[src/common/xcvr_pkg.sv]
package xcvr_pkg;
  // octal path and single-bit channel geometry
  localparam int OCTAL_W = 8;
  localparam int BIT_CHANNELS = 2;
  localparam int DIRECTIONS = 2;
  localparam int DIR_OUT = 0;
  localparam int DIR_IN = 1;
  localparam int BUF_DEPTH = 2;
  localparam logic [OCTAL_W-1:0] STORE_RST = 8'h00;
  // bit positions of the packed pin vector fed through the synchroniser
  localparam int POS_CARD = 0;
  localparam int POS_BACK = 8;
  localparam int POS_LOCAL = 16;
  localparam int POS_BPBIT = 18;
  localparam int POS_DRIVE = 20;
  localparam int POS_MON = 22;
  localparam int POS_OE = 24;
  localparam int POS_DIR = 25;
  localparam int POS_GATE = 26;
  localparam int POS_CLK_OUT = 27;
  localparam int POS_CLK_IN = 28;
  localparam int SYNC_W = 29;
  // resting levels: every enable in its disabled state
  localparam logic [SYNC_W-1:0] SYNC_RST = 29'h1c00000;
endpackage : xcvr_pkg

[src/verilog/bus_transceiver.sv]
// Summary of operation
// - every path copies its source level to the driven port without inversion
// - one eight-bit storing transceiver plus two single-bit transceivers with monitors
// - a single-bit backplane pin is driven exactly while its drive enable is high
// - a monitor output is driven while its low-active enable is low
// - both enables on: drive local bit out and copy backplane bit back
// - octal enable high floats all sixteen octal port outputs
// - octal enable low: direction high drives backplane side, low card side
// - transparency gate high: stored value follows the source continuously
// - gate low, direction clock steady: stored value holds, source ignored
// - gate low: rising direction clock captures the source
// - gate falling keeps the level present just before the fall
// - inbound direction behaves the same, timed by the inbound clock
module bus_transceiver (
  input wire logic core_clk,
  input wire logic sys_rst,
  input wire logic [xcvr_pkg::OCTAL_W-1:0] octal_card_port_in,
  output logic [xcvr_pkg::OCTAL_W-1:0] octal_card_port_out,
  output logic [xcvr_pkg::OCTAL_W-1:0] octal_card_port_oe,
  input wire logic [xcvr_pkg::OCTAL_W-1:0] octal_backplane_port_in,
  output logic [xcvr_pkg::OCTAL_W-1:0] octal_backplane_port_out,
  output logic [xcvr_pkg::OCTAL_W-1:0] octal_backplane_port_oe,
  input wire logic output_enable_n,
  input wire logic direction_select,
  input wire logic transparency_gate,
  input wire logic outbound_clock,
  input wire logic inbound_clock,
  input wire logic bit_one_local_in,
  input wire logic bit_two_local_in,
  input wire logic [xcvr_pkg::BIT_CHANNELS-1:0] backplane_drive_enable,
  input wire logic [xcvr_pkg::BIT_CHANNELS-1:0] monitor_enable_n,
  input wire logic bit_one_backplane_io_in,
  output logic bit_one_backplane_io_out,
  output logic bit_one_backplane_io_oe,
  input wire logic bit_two_backplane_io_in,
  output logic bit_two_backplane_io_out,
  output logic bit_two_backplane_io_oe,
  output logic bit_one_monitor_out,
  output logic bit_one_monitor_oe,
  output logic bit_two_monitor_out,
  output logic bit_two_monitor_oe,
  output logic [xcvr_pkg::OCTAL_W-1:0] capture_word,
  output logic capture_valid,
  input wire logic capture_ready,
  output logic capture_room
);
  import xcvr_pkg::*;

  logic [SYNC_W-1:0] pins_raw, pins_s;
  logic [OCTAL_W-1:0] card_s, back_s;
  logic [BIT_CHANNELS-1:0] local_s, bpbit_s, drive_s, mon_n_s;
  logic oe_n_s, dir_s, gate_s;
  logic [DIRECTIONS-1:0] dclk_s;

  // every pin is asynchronous to core_clk, so all of them share one synchroniser
  assign pins_raw = {inbound_clock, outbound_clock, transparency_gate,
                     direction_select, output_enable_n, monitor_enable_n,
                     backplane_drive_enable,
                     bit_two_backplane_io_in, bit_one_backplane_io_in,
                     bit_two_local_in, bit_one_local_in,
                     octal_backplane_port_in, octal_card_port_in};

  pin_sync #(.W(SYNC_W), .RST(SYNC_RST)) u_sync (
    .core_clk(core_clk),
    .sys_rst(sys_rst),
    .pin_in(pins_raw),
    .level_out(pins_s)
  );

  // unpack the filtered levels
  assign card_s = pins_s[POS_CARD +: OCTAL_W];
  assign back_s = pins_s[POS_BACK +: OCTAL_W];
  assign local_s = pins_s[POS_LOCAL +: BIT_CHANNELS];
  assign bpbit_s = pins_s[POS_BPBIT +: BIT_CHANNELS];
  assign drive_s = pins_s[POS_DRIVE +: BIT_CHANNELS];
  assign mon_n_s = pins_s[POS_MON +: BIT_CHANNELS];
  assign oe_n_s = pins_s[POS_OE];
  assign dir_s = pins_s[POS_DIR];
  assign gate_s = pins_s[POS_GATE];
  assign dclk_s[DIR_OUT] = pins_s[POS_CLK_OUT];
  assign dclk_s[DIR_IN] = pins_s[POS_CLK_IN];

  // per-direction storage element: latch and edge flop merged into one register
  logic [OCTAL_W-1:0] store_r [DIRECTIONS];
  logic [OCTAL_W-1:0] store_nxt [DIRECTIONS];
  logic [OCTAL_W-1:0] src [DIRECTIONS];
  logic [DIRECTIONS-1:0] clk_prev_r, clk_prev_nxt, rise;

  assign src[DIR_OUT] = card_s;
  assign src[DIR_IN] = back_s;

  genvar d;
  generate
    for (d = 0; d < DIRECTIONS; d++) begin : g_dir
      // gate high tracks the source, so at the gate's fall the register already
      // holds the level present just before it; enables play no part here
      always_comb begin
        rise[d] = dclk_s[d] && !clk_prev_r[d];
        clk_prev_nxt[d] = dclk_s[d];
        if (gate_s) begin
          store_nxt[d] = src[d];
        end else if (rise[d]) begin
          store_nxt[d] = src[d];
        end else begin
          store_nxt[d] = store_r[d];
        end
      end

      always_ff @(posedge core_clk or posedge sys_rst) begin
        if (sys_rst) begin
          store_r[d] <= STORE_RST;
          clk_prev_r[d] <= 1'b0;
        end else begin
          store_r[d] <= store_nxt[d];
          clk_prev_r[d] <= clk_prev_nxt[d];
        end
      end
    end
  endgenerate

  // octal drivers: enable decides whether, direction decides which side
  logic [OCTAL_W-1:0] bp_out_r, bp_out_nxt, bp_oe_r, bp_oe_nxt;
  logic [OCTAL_W-1:0] cd_out_r, cd_out_nxt, cd_oe_r, cd_oe_nxt;

  always_comb begin
    bp_out_nxt = store_nxt[DIR_OUT];
    cd_out_nxt = store_nxt[DIR_IN];
    bp_oe_nxt = {OCTAL_W{!oe_n_s && dir_s}};
    cd_oe_nxt = {OCTAL_W{!oe_n_s && !dir_s}};
  end

  always_ff @(posedge core_clk or posedge sys_rst) begin
    if (sys_rst) begin
      bp_out_r <= STORE_RST;
      cd_out_r <= STORE_RST;
      bp_oe_r <= '0;
      cd_oe_r <= '0;
    end else begin
      bp_out_r <= bp_out_nxt;
      cd_out_r <= cd_out_nxt;
      bp_oe_r <= bp_oe_nxt;
      cd_oe_r <= cd_oe_nxt;
    end
  end

  assign octal_backplane_port_out = bp_out_r;
  assign octal_backplane_port_oe = bp_oe_r;
  assign octal_card_port_out = cd_out_r;
  assign octal_card_port_oe = cd_oe_r;

  // single-bit channels: the two enables act independently, so both may be on
  logic [BIT_CHANNELS-1:0] bo_r, bo_nxt, bo_oe_r, bo_oe_nxt;
  logic [BIT_CHANNELS-1:0] mo_r, mo_nxt, mo_oe_r, mo_oe_nxt;

  genvar b;
  generate
    for (b = 0; b < BIT_CHANNELS; b++) begin : g_bit
      always_comb begin
        bo_nxt[b] = local_s[b];
        bo_oe_nxt[b] = drive_s[b];
        mo_nxt[b] = bpbit_s[b];
        mo_oe_nxt[b] = !mon_n_s[b];
      end

      always_ff @(posedge core_clk or posedge sys_rst) begin
        if (sys_rst) begin
          bo_r[b] <= 1'b0;
          bo_oe_r[b] <= 1'b0;
          mo_r[b] <= 1'b0;
          mo_oe_r[b] <= 1'b0;
        end else begin
          bo_r[b] <= bo_nxt[b];
          bo_oe_r[b] <= bo_oe_nxt[b];
          mo_r[b] <= mo_nxt[b];
          mo_oe_r[b] <= mo_oe_nxt[b];
        end
      end
    end
  endgenerate

  // two single-bit channels beside the octal path
  assign bit_one_backplane_io_out = bo_r[0];
  assign bit_one_backplane_io_oe = bo_oe_r[0];
  assign bit_two_backplane_io_out = bo_r[1];
  assign bit_two_backplane_io_oe = bo_oe_r[1];
  assign bit_one_monitor_out = mo_r[0];
  assign bit_one_monitor_oe = mo_oe_r[0];
  assign bit_two_monitor_out = mo_r[1];
  assign bit_two_monitor_oe = mo_oe_r[1];

  // clocked outbound captures also go to card logic as a word stream;
  // a full buffer shows as capture_room low and later captures are not queued
  logic cap_push;
  assign cap_push = !gate_s && rise[DIR_OUT];

  word_buffer #(.W(OCTAL_W)) u_capture (
    .core_clk(core_clk),
    .sys_rst(sys_rst),
    .in_valid(cap_push),
    .in_ready(capture_room),
    .in_data(card_s),
    .out_valid(capture_valid),
    .out_ready(capture_ready),
    .out_data(capture_word)
  );
endmodule : bus_transceiver

[src/verilog/pin_sync.sv]
module pin_sync #(
  parameter int W = 1,
  parameter logic [W-1:0] RST = '0
) (
  input wire logic core_clk,
  input wire logic sys_rst,
  input wire logic [W-1:0] pin_in,
  output logic [W-1:0] level_out
);
  logic [W-1:0] meta_r, mid_r, late_r, level_r;
  logic [W-1:0] level_nxt;

  // a bit only moves once the second and third stage agree, filtering glitches
  always_comb begin
    for (int i = 0; i < W; i++) begin
      level_nxt[i] = (mid_r[i] == late_r[i]) ? late_r[i] : level_r[i];
    end
  end

  // first stage feeds only the second
  always_ff @(posedge core_clk or posedge sys_rst) begin
    if (sys_rst) begin
      meta_r <= RST;
      mid_r <= RST;
      late_r <= RST;
      level_r <= RST;
    end else begin
      meta_r <= pin_in;
      mid_r <= meta_r;
      late_r <= mid_r;
      level_r <= level_nxt;
    end
  end

  assign level_out = level_r;
endmodule : pin_sync

[src/verilog/word_buffer.sv]
module word_buffer #(
  parameter int W = 8
) (
  input wire logic core_clk,
  input wire logic sys_rst,
  input wire logic in_valid,
  output logic in_ready,
  input wire logic [W-1:0] in_data,
  output logic out_valid,
  input wire logic out_ready,
  output logic [W-1:0] out_data
);
  import xcvr_pkg::*;

  logic [W-1:0] head_r, head_nxt, tail_r, tail_nxt;
  logic [1:0] count_r, count_nxt;
  logic valid_r, valid_nxt, room_r, room_nxt;
  logic push, pop;

  // head is presented straight from a flop; tail only holds the second word
  always_comb begin
    push = in_valid && room_r;
    pop = valid_r && out_ready;
    head_nxt = head_r;
    tail_nxt = tail_r;
    count_nxt = count_r;
    case (count_r)
      2'h0: begin
        if (push) begin
          head_nxt = in_data;
          count_nxt = 2'h1;
        end
      end
      2'h1: begin
        if (push && pop) begin
          head_nxt = in_data;
        end else if (push) begin
          tail_nxt = in_data;
          count_nxt = 2'h2;
        end else if (pop) begin
          count_nxt = 2'h0;
        end
      end
      2'h2: begin
        if (pop) begin
          head_nxt = tail_r;
          count_nxt = 2'h1;
        end
      end
      default: count_nxt = 2'h0;
    endcase
    valid_nxt = (count_nxt != 2'h0);
    room_nxt = (count_nxt != 2'(BUF_DEPTH));
  end

  always_ff @(posedge core_clk or posedge sys_rst) begin
    if (sys_rst) begin
      head_r <= '0;
      tail_r <= '0;
      count_r <= 2'h0;
      valid_r <= 1'b0;
      room_r <= 1'b1;
    end else begin
      head_r <= head_nxt;
      tail_r <= tail_nxt;
      count_r <= count_nxt;
      valid_r <= valid_nxt;
      room_r <= room_nxt;
    end
  end

  assign in_ready = room_r;
  assign out_valid = valid_r;
  assign out_data = head_r;
endmodule : word_buffer

[config.mk]
export PLATFORM = sky130hd
export DESIGN_NAME = bus_transceiver
export DESIGN_NICKNAME = d
export VERILOG_FILES = /design/src/common/xcvr_pkg.sv /design/src/verilog/bus_transceiver.sv /design/src/verilog/pin_sync.sv /design/src/verilog/word_buffer.sv
export SDC_FILE = /design/constraint.sdc
export NUM_CORES = 1
export LEC_CHECK = 0
export BUFFER_PORTS_ARGS = -buffer_cell sky130_fd_sc_hd__buf_2
export CAP_MARGIN = 40
export CORE_ASPECT_RATIO = 0.75
export CORE_MARGIN = 2
export CORE_UTILIZATION = 50
export DETAILED_ROUTE_END_ITERATION = 8
export PLACE_DENSITY = 0.86
export SYNTH_ARGS = -nofsm -noshare
export SYNTH_HDL_FRONTEND = slang
export SYNTH_SLANG_ARGS = --single-unit
[constraint.sdc]
create_clock -name core_clk -period 5.35 [get_ports core_clk]
set_input_delay 0.8025 -clock core_clk [delete_from_list [all_inputs] [get_ports core_clk]]
set_output_delay 0.8025 -clock core_clk [all_outputs]
set_load 0.01 [all_outputs]
==> results.sh, run 1 <==
export IMPL_multi_input_area_um2=887
export IMPL_grt_first_pass_wirelength_mm=13.4
export IMPL_hold_viol=0
export IMPL_synth_area_per_cell_um2=18.9
export IMPL_clk_pin_slew_worst_paths_ns=0.06
export IMPL_drt_total_wl_mm=7.88
export IMPL_cts_tree="yes"
export IMPL_slowest_delay_ns=0.56
export IMPL_cp_num_buf_inv=1
export IMPL_seq_area_frac_synth=0.801
export IMPL_vdd_drop_max_mv=0.291
export IMPL_grt_start_max_net_pins=75
export IMPL_finalSetupViolCount=0
export IMPL_max_freq_mhz=525
export IMPL_total_power_mw=2.97
export IMPL_grt_pass1_vias=2694
export IMPL_rsz0062_at_grt="no"
export IMPL_final_area_um2=6200
export IMPL_final_cell_mix="dfrtp_1 (151), buf_2 (81), maj3_1 (29)"
export IMPL_drc_errors=0
export IMPL_fin_crit_ns=1.90
export IMPL_min_period_over_period=0.356
export IMPL_synth_nets=304
export IMPL_die_x_um=121
export IMPL_antenna_cells=0
export IMPL_seqCellArea_um2=4120
export IMPL_ioPinCount=82
export IMPL_ctsResizeCount=0
export IMPL_place_area_um2=5640
export IMPL_start_kind="flop"
export IMPL_drv_cap=0
export IMPL_drive_above_1_share=0.442
export IMPL_cts_root_buffer="clkbuf_16"
export IMPL_cts_setup_buffers=0
export IMPL_cts_buffers_inserted=17
export IMPL_tns_ns=0
export IMPL_dieHeight_um=91.8
export IMPL_cts_sinks=164
export IMPL_ant_nets=0
export IMPL_worst_ep_required_time_ns=4.55
export IMPL_ys_seq_elements=164
export IMPL_fp_coreArea_um2=10100
export IMPL_hpwl_mm=5.28
export IMPL_max_slew_margin=0.603
export IMPL_path_class="reg2out"
export IMPL_die_area_um2=11100
export IMPL_powerDensity_nw_per_um2=479
export IMPL_cpMaxStageDelayCell="dfstp_2"
export IMPL_start_util=0.508
export IMPL_num_vias=2450
export IMPL_crit_path_max_fanout=3
export IMPL_grt_overflow=0
export IMPL_syn_inst=272
export IMPL_synth_distinct_cells=25
export IMPL_critical_path_top_delay_family="flip-flops"
export IMPL_arrival_ns=1.10
export IMPL_final_setup_skew_ns=0.0155
export IMPL_grt_total_usage=0.164
export IMPL_synth_area_um2=5140
export IMPL_num_rows=32
export IMPL_via_per_inst=4.83
export IMPL_antenna_found_initial=0
export IMPL_globalplace_congestion=0.739
export IMPL_final_common_cell="dfrtp_1"
export IMPL_wl_per_cell_um=15.5
export IMPL_drtIter0Drc=130
export IMPL_htree_num_levels=4
export IMPL_dr_pass1_iters=4
export IMPL_max_slew_worst_pin_slew_ns=0.596
export IMPL_nFillCells=755
export IMPL_hold_path_class="reg2reg"
export IMPL_clk_path_buf_depth=2
export IMPL_slew_violations=0
export IMPL_outcome="complete, no violations"
export IMPL_path_cells="buf_2"
export IMPL_io_buffers=81
export IMPL_area_delta_synth_final_pct=20.6
export IMPL_clk_latency_ns=0.41
export IMPL_yosysWarnings=0
export IMPL_endpoint_kind="output port"
export IMPL_final_nets=391
export IMPL_hold_ws_ns=0.346
export IMPL_hold_buffers=0
export IMPL_leakage_nw=2.79
-- worst paths after layout --
kind                       slack (ns)                     startpoint                               end  cells after the start
max                              3.45   u_capture.in_ready$_DFF_PP1_                      capture_room                      1
min                              0.35    u_sync.meta_r[10]$_DFF_PP0_        u_sync.mid_r[10]$_DFF_PP0_                      0
max reg2reg                      3.60  u_capture.out_valid$_DFF_PP0_   u_capture.tail_r[6]$_DFFE_PP0P_                      3
min reg2reg                      0.35    u_sync.meta_r[10]$_DFF_PP0_        u_sync.mid_r[10]$_DFF_PP0_                      0
max in group asynchronous        3.66                        sys_rst       u_sync.late_r[15]$_DFF_PP0_                      4
min in group asynchronous        0.40                        sys_rst  u_sync.level_out[21]$_DFFE_PP0N_                      2
-- per-stage QoR --
stage | setup WS [ns] | cells | utilization
after floorplan | 0.136 | 272 | -
after global placement | 3.13 | 475 | 0.554
after global routing | 3.40 | 507 | 0.612
final | 3.45 | 507 | 0.612
after CTS | 3.42 | 507 | 0.612
after detailed placement | 3.12 | 476 | 0.557
-- logic make-up (layout without fill, tap and decap cells) --
logic type                 after synthesis  after routing  synth area share
AOI/OAI and AO/OA                       16             16            0.0324
xor gates and xnor gates                 1              1           0.00170
adders and majority gates               29             29            0.0564
buffers and inverters                   20            119            0.0263
DFF                                    164            164             0.801
muxes                                   24             24            0.0526
and+or+nand+nor                         18             18            0.0294
-- sequential cells by signal (all words and copies together), names as in the netlist --
name                      count
bit_two_backplane_io_oe       1
octal_backplane_port_out      8
u_sync.level_out             29
octal_backplane_port_oe       1
u_sync.mid_r                 29
u_capture.tail_r              8
clk_prev_r                    2
u_capture.out_data            8
octal_card_port_out           8
bit_two_monitor_out           1
u_capture.out_valid           1
u_sync.meta_r                29
u_capture.in_ready            1
bit_two_monitor_oe            1
bit_one_backplane_io_out      1
bit_one_monitor_oe            1
u_sync.late_r                29
u_capture.count_r             2
octal_card_port_oe            1
bit_two_backplane_io_out      1
bit_one_backplane_io_oe       1
bit_one_monitor_out           1
-- synthesized netlist by cell type --
library cell    n  area, µm²
nand4bb_4       1       27.5
maj3_1         29        290
nand3b_1        1       7.51
o21ai_0         2       10.0
or3_1           1       6.26
nor2b_1         1       6.26
dfrtp_1       151       3780
buf_6           1       11.3
and4bb_2        1       12.5
o221a_1         8       90.1
or2_2           8       50.1
buf_4          14        105
dfstp_2        13        342
inv_1           5       18.8
xnor2_1         1       8.76
nor3b_4         1       18.8
o31ai_4         1       21.3
a21oi_2         2       17.5
nand2b_1        1       6.26
a22o_1          1       8.76
nand4b_1        1       8.76
a22oi_1         1       7.51
mux2_2         24        270
a21boi_2        1       11.3
nor2_1          2       7.51
-- power breakdown --
group,internal [mW],switching (mW),total [mW]
registers,1.40,0.103,1.51
logic,0.170,0.156,0.327
clock network,0.692,0.445,1.14
total,2.27,0.704,2.97
-- cell type report --
class	instances	share of cell area
Tap cell	136	0.0274
Timing Repair Buffer	83	0.0710
Inverter	5	0.00383
Clock inverter	10	0.0176
Multi-Input combinational cell	88	0.143
Sequential cell	164	0.664
Clock buffer	21	0.0726
-- worst reg2reg max path: stages (launching register included) --
cell and delay, ns:
dfrtp_1 0.44, a21boi_2 0.32, nor3b_4 0.49, mux2_2 0.39
-- routing by layer --
| layer | vias to the layer above | track usage | wire (µm) |
|---|---|---|---|
| met2 | 54 | 0.250 | 3930 |
| met1 | 1285 | 0.208 | 3420 |
| li1 | 1099 | - | - |
| met3 | 12 | 0.0603 | 396 |
| met5 | - | 0 | 0 |
| met4 | 0 | 0.0814 | 131 |
Note: power is estimated with default switching activity, not from simulation.
==> run 2: changes to the inputs <==
- clock period: 5.35 -> 1.7 ns (I/O delays scaled with it)
==> run 2 against run 1 <==
Compared with the run above:
- global-route usage up 0.88 points
- final cell count is 7.7% higher
- clock skew down 0.0069 ns
- clock-buffer cell count did not move
- cell area grew 7.9%
- via count increased by 5.2%
- sequential power increased to 3.1 times the previous value
- total power rose to 3.3 times the previous value
- non-clock buffer count rose by 38
==> results.sh, run 2 (synthesis gave the netlist of run 1 again) <==
export IMPL_outcome="complete, no violations"
export IMPL_powerDensity_nw_per_um2=1480
export IMPL_fin_util=0.660
export IMPL_dr_pass1_iters=4
export IMPL_arrival_ns=1.89
export IMPL_dp_slack_ns=-0.0711
export IMPL_wl_per_cell_um=15.7
export IMPL_drv_cap=0
export IMPL_final_setup_skew_ns=0.00859
export IMPL_fin_crit_ns=1.60
export IMPL_max_slew_worst_pin_slew_ns=0.406
export IMPL_grt_start_max_net_pins=52
export IMPL_nFillCells=687
export IMPL_grt_first_pass_wirelength_mm=14.2
export IMPL_total_power_mw=9.92
export IMPL_finalWorstSetupSlack_ns=0.0956
export IMPL_vdd_drop_max_mv=0.852
export IMPL_clockPowerShare=0.407
export IMPL_htree_num_levels=4
export IMPL_drtIter0Drc=142
export IMPL_io_buffers=81
export IMPL_antenna_cells=0
export IMPL_path_cells="a21boi_4, nor3b_4, buf_12, mux2_2"
export IMPL_reg2reg_slack_ns=0.1
export IMPL_fp_coreArea_um2=10100
export IMPL_grt_total_usage=0.173
export IMPL_critical_path_top_delay_family="flip-flops"
export IMPL_final_common_cell="dfrtp_1"
export IMPL_die_x_um=121
export IMPL_finalSetupViolCount=0
export IMPL_worst_ep_required_time_ns=1.99
export IMPL_clk_pin_slew_worst_paths_ns=0.06
export IMPL_max_slew_margin=0.729
export IMPL_num_rows=32
export IMPL_hold_path_class="in2reg"
export IMPL_max_freq_mhz=623
export IMPL_leakage_nw=3.00
export IMPL_ant_nets=0
export IMPL_crit_start="u_capture.out_valid$_DFF_PP0_"
export IMPL_die_area_um2=11100
export IMPL_rsz0062_at_grt="no"
export IMPL_seqCellArea_um2=4120
export IMPL_drc_errors=0
export IMPL_globalplace_congestion=0.704
export IMPL_antenna_found_initial=0
export IMPL_drive_above_1_share=0.429
export IMPL_dieHeight_um=91.8
export IMPL_crit_path_end="u_capture.tail_r[7]$_DFFE_PP0P_"
export IMPL_hpwl_mm=5.26
export IMPL_clk_latency_ns=0.41
export IMPL_num_vias=2578
export IMPL_grt_pass1_vias=2765
export IMPL_net_switching_power_mw=2.30
export IMPL_start_kind="flop"
export IMPL_clk_path_buf_depth=2
export IMPL_final_cell_mix="dfrtp_1 (151), buf_2 (81), dlygate4sd3_1 (30)"
export IMPL_cts_tree="yes"
export IMPL_swShare=0.232
export IMPL_drt_total_wl_mm=8.55
export IMPL_worst_path_stages=4
export IMPL_via_per_inst=4.72
export IMPL_final_nets=429
export IMPL_cpMaxStageDelayCell="dfrtp_1"
export IMPL_cts_sinks=164
export IMPL_crit_path_max_fanout=8
export IMPL_hold_viol=0
export IMPL_r2r_cells=4
export IMPL_area_delta_synth_final_pct=30.1
export IMPL_r2r_start="u_capture.out_valid$_DFF_PP0_"
export IMPL_path_class="reg2reg"
export IMPL_cp_num_buf_inv=1
export IMPL_slew_violations=0
export IMPL_reg2reg_to="u_capture.tail_r[7]$_DFFE_PP0P_"
export IMPL_seq_power_share=0.478
export IMPL_min_delay_start="capture_ready"
export IMPL_internal_power_mw=7.63
export IMPL_multi_input_area_um2=900
export IMPL_combPwrFrac=0.115
export IMPL_cts_buffers_inserted=17
export IMPL_endpoint_kind="flop"
export IMPL_min_period_over_period=0.944
export IMPL_ioPinCount=82
export IMPL_slowest_delay_ns=0.45
export IMPL_grt_overflow=0
export IMPL_cts_root_buffer="clkbuf_16"
export IMPL_start_util=0.508
-- run 2: through the flow --
stage / TNS [ns] / hold WS (ns) / cell area, µm² / cells
2_1_floorplan: -96.59 / 0.259 / 5150 / 272
3_3_place_gp: 0 / 0.249 / 5700 / 482
3_5_place_dp: -0.526 / 0.252 / 5700 / 482
4_1_cts: 0 / 0.0817 / 6670 / 545
5_1_grt: 0 / 0.121 / 6690 / 546
6_report: 0 / 0.125 / 6690 / 546
-- run 2: how the worst min path moves through the flow --
stage / to / cells after the start
2_1_floorplan: u_sync.meta_r[22]$_DFF_PP1_ / 0
3_3_place_gp: u_sync.meta_r[9]$_DFF_PP0_ / 2
3_5_place_dp: u_sync.level_out[14]$_DFFE_PP0N_ / 2
4_1_cts: u_capture.count_r[1]$_DFF_PP0_ / 2
5_1_grt: u_capture.count_r[1]$_DFF_PP0_ / 2
6_report: u_capture.count_r[1]$_DFF_PP0_ / 2
-- run 2: metal layers --
metal / part of all wire / track usage / wire (µm) / vias up
li1: - / - / - / 1167
met1: 0.42 / 0.221 / 3630 / 1339
met2: 0.52 / 0.272 / 4440 / 58
met3: 0.041 / 0.0504 / 349 / 14
met4: 0.015 / 0.0843 / 127 / 0
met5: 0 / 0 / 0 / -
-- run 2: repair_timing --
action,CTS,global route
pin swaps,0,1
cloned,0,0
hold buffers,30,0
buffers inserted,1,1
resized for setup,0,2
setup endpoints to repair,8,16
endpoints found under the hold margin,37,0
-- run 2: power by group through the flow --
stage	logic [mW]	clock network, mW	registers, mW
final	1.14	4.03	4.75
after global routing	1.24	4.30	4.80
after CTS	1.15	4.13	4.74
after detailed placement	1.08	0	4.80
after global placement	1.02	0	4.76
after floorplan	0.592	0	4.82
-- run 2: area by class of cell --
| class | count | share of cell area |
|---|---|---|
| repair buffers | 121 | 0.124 |
| flip-flops and latches | 164 | 0.616 |
| well taps | 136 | 0.0254 |
| inverters | 5 | 0.00337 |
| clock inverters | 11 | 0.0262 |
| clock buffers | 21 | 0.0703 |
| multi-input cells | 88 | 0.134 |
-- run 2: worst reg2reg max path: cells and delay by family, from the launching register on --
family	cells	cell delay, ns
AOI/OAI and AO/OA	1	0.28
buffers and inverters	1	0.15
DFF	1	0.45
muxes	1	0.33
and+or+nand+nor	1	0.27
==> run 3: changes to the inputs <==
- PLACE_DENSITY: 0.86 -> 0.75
==> run 3 against run 2 <==
Compared with the run above:
- highest routed layer unchanged
- sequential share of layout area grew 0.43 points
- largest power group unchanged
- via count shrank 0.27%
- register-to-register slack is essentially flat
- cell area shrank 0.69%
- setup slack lost 0.015 ns
- critical path type unchanged
- sequential power is essentially flat
==> results.sh, run 3 (synthesis gave the netlist of run 1 again) <==
export IMPL_outcome="complete, no violations"
export IMPL_max_slew_worst_pin_slew_ns=0.485
export IMPL_drtIter0Drc=138
export IMPL_swShare=0.235
export IMPL_drv_cap=0
export IMPL_path_cells="a21boi_4, nor3b_4, buf_12, mux2_2"
export IMPL_ant_nets=0
export IMPL_final_area_um2=6640
export IMPL_hold_viol=0
export IMPL_cpMaxStageDelayCell="dfrtp_1"
export IMPL_grt_total_usage=0.160
export IMPL_clk_path_buf_depth=2
export IMPL_endpoint_kind="flop"
export IMPL_net_switching_power_mw=2.30
export IMPL_cts_root_buffer="clkbuf_16"
export IMPL_slew_violations=0
export IMPL_rsz0062_at_grt="no"
export IMPL_clockPowerShare=0.400
export IMPL_path_class="reg2reg"
export IMPL_clk_latency_ns=0.40
export IMPL_drt_total_wl_mm=7.93
export IMPL_multi_input_area_um2=900
export IMPL_leakage_nw=2.98
export IMPL_seq_power_share=0.484
export IMPL_clk_pin_slew_worst_paths_ns=0.06
export IMPL_hold_path_class="in2reg"
export IMPL_area_delta_synth_final_pct=29.2
export IMPL_via_per_inst=4.72
export IMPL_grt_overflow=0
export IMPL_dr_pass1_iters=4
export IMPL_tns_ns=0
export IMPL_max_slew_margin=0.677
export IMPL_cts_tree="yes"
export IMPL_final_nets=428
export IMPL_num_rows=32
export IMPL_seqCellArea_um2=4120
export IMPL_internal_power_mw=7.47
export IMPL_dp_slack_ns=-0.0398
export IMPL_nFillCells=715
export IMPL_cts_buffers_inserted=17
export IMPL_antenna_cells=0
export IMPL_die_x_um=121
export IMPL_die_area_um2=11100
export IMPL_worst_ep_required_time_ns=1.98
export IMPL_num_vias=2571
export IMPL_start_util=0.508
export IMPL_crit_path_max_fanout=7
export IMPL_arrival_ns=1.90
export IMPL_final_setup_skew_ns=0.00799
export IMPL_io_buffers=81
export IMPL_globalplace_congestion=0.743
export IMPL_antenna_found_initial=0
export IMPL_ioPinCount=82
export IMPL_final_cell_mix="dfrtp_1 (151), buf_2 (81), dlygate4sd3_1 (30)"
export IMPL_wl_per_cell_um=14.6
export IMPL_htree_num_levels=4
export IMPL_fp_coreArea_um2=10100
export IMPL_finalWorstSetupSlack_ns=0.0808
export IMPL_min_period_over_period=0.952
export IMPL_grt_pass1_vias=2723
export IMPL_cts_sinks=164
export IMPL_grt_first_pass_wirelength_mm=13.4
export IMPL_max_freq_mhz=618
export IMPL_hpwl_mm=4.92
export IMPL_combPwrFrac=0.116
export IMPL_final_common_cell="dfrtp_1"
export IMPL_drive_above_1_share=0.428
export IMPL_drc_errors=0
export IMPL_vdd_drop_max_mv=0.881
export IMPL_dieHeight_um=91.8
export IMPL_place_area_um2=5680
export IMPL_start_kind="flop"
export IMPL_slowest_delay_ns=0.44
export IMPL_finalSetupViolCount=0
export IMPL_reg2reg_slack_ns=0.08
export IMPL_powerDensity_nw_per_um2=1470
export IMPL_fin_crit_ns=1.62
export IMPL_grt_start_max_net_pins=71
## run 3: repair_timing
action / CTS / global route
hold endpoints to repair: 34 / 0
gates resized for setup: 1 / 1
endpoints found under the setup margin: 10 / 8
hold buffers: 30 / 0
gates cloned: 0 / 0
pin swaps: 1 / 0
buffers inserted: 3 / 0
## run 3: worst paths after layout
path / start / end / depth (start not counted)
min reg2reg: u_sync.meta_r[9]$_DFF_PP0_ / u_sync.mid_r[9]$_DFF_PP0_ / 0
max reg2reg: u_capture.out_valid$_DFF_PP0_ / u_capture.tail_r[1]$_DFFE_PP0P_ / 4
max in group asynchronous: sys_rst / u_sync.meta_r[24]$_DFF_PP1_ / 4
min in group asynchronous: sys_rst / clk_prev_r[1]$_DFF_PP0_ / 3
min: capture_ready / u_capture.count_r[1]$_DFF_PP0_ / 2
max: u_capture.out_valid$_DFF_PP0_ / u_capture.tail_r[1]$_DFFE_PP0P_ / 4
## run 3: power by group through the flow
| stage | combinational [mW] | sequential [mW] | clock (mW) |
|---|---|---|---|
| 2_1_floorplan | 0.592 | 4.82 | 0 |
| 6_report | 1.13 | 4.73 | 3.91 |
| 5_1_grt | 1.24 | 4.79 | 4.15 |
| 3_5_place_dp | 1.07 | 4.79 | 0 |
| 3_3_place_gp | 1.01 | 4.76 | 0 |
| 4_1_cts | 1.14 | 4.72 | 3.98 |
## run 3: cell type report
type / count / area share
well taps: 136 / 0.0256
flip-flops and latches: 164 / 0.620
clock buffers: 21 / 0.0708
clock inverters: 11 / 0.0224
multi-input cells: 88 / 0.135
inverters: 5 / 0.00339
repair buffers: 120 / 0.122
## run 3: critical path, delay by kind of cell, from the launching register on
kind | cells | cell delay, ns
AO/OA/AOI/OAI | 1 | 0.28
buffers and inverters | 1 | 0.16
flip-flops | 1 | 0.44
multiplexers | 1 | 0.33
AND/OR/NAND/NOR | 1 | 0.30
## run 3: per-layer routing
| layer | up-vias | wire (µm) | global-route usage | part of all wire |
|---|---|---|---|---|
| li1 | 1177 | - | - | - |
| met1 | 1334 | 3680 | 0.214 | 0.46 |
| met2 | 54 | 3870 | 0.240 | 0.49 |
| met3 | 6 | 321 | 0.0572 | 0.040 |
| met4 | 0 | 65 | 0.0640 | 0.0082 |
| met5 | - | 0 | 0 | 0 |
## run 3: stage by stage
step,power [mW],util,std cells,hold slack [ns]
floorplan,5.41,-,272,0.259
global placement,5.77,0.560,480,0.194
detailed placement,5.85,0.560,480,0.193
CTS,9.84,0.655,545,0.105
global route,10.2,0.656,545,0.133
finish,9.77,0.656,545,0.137
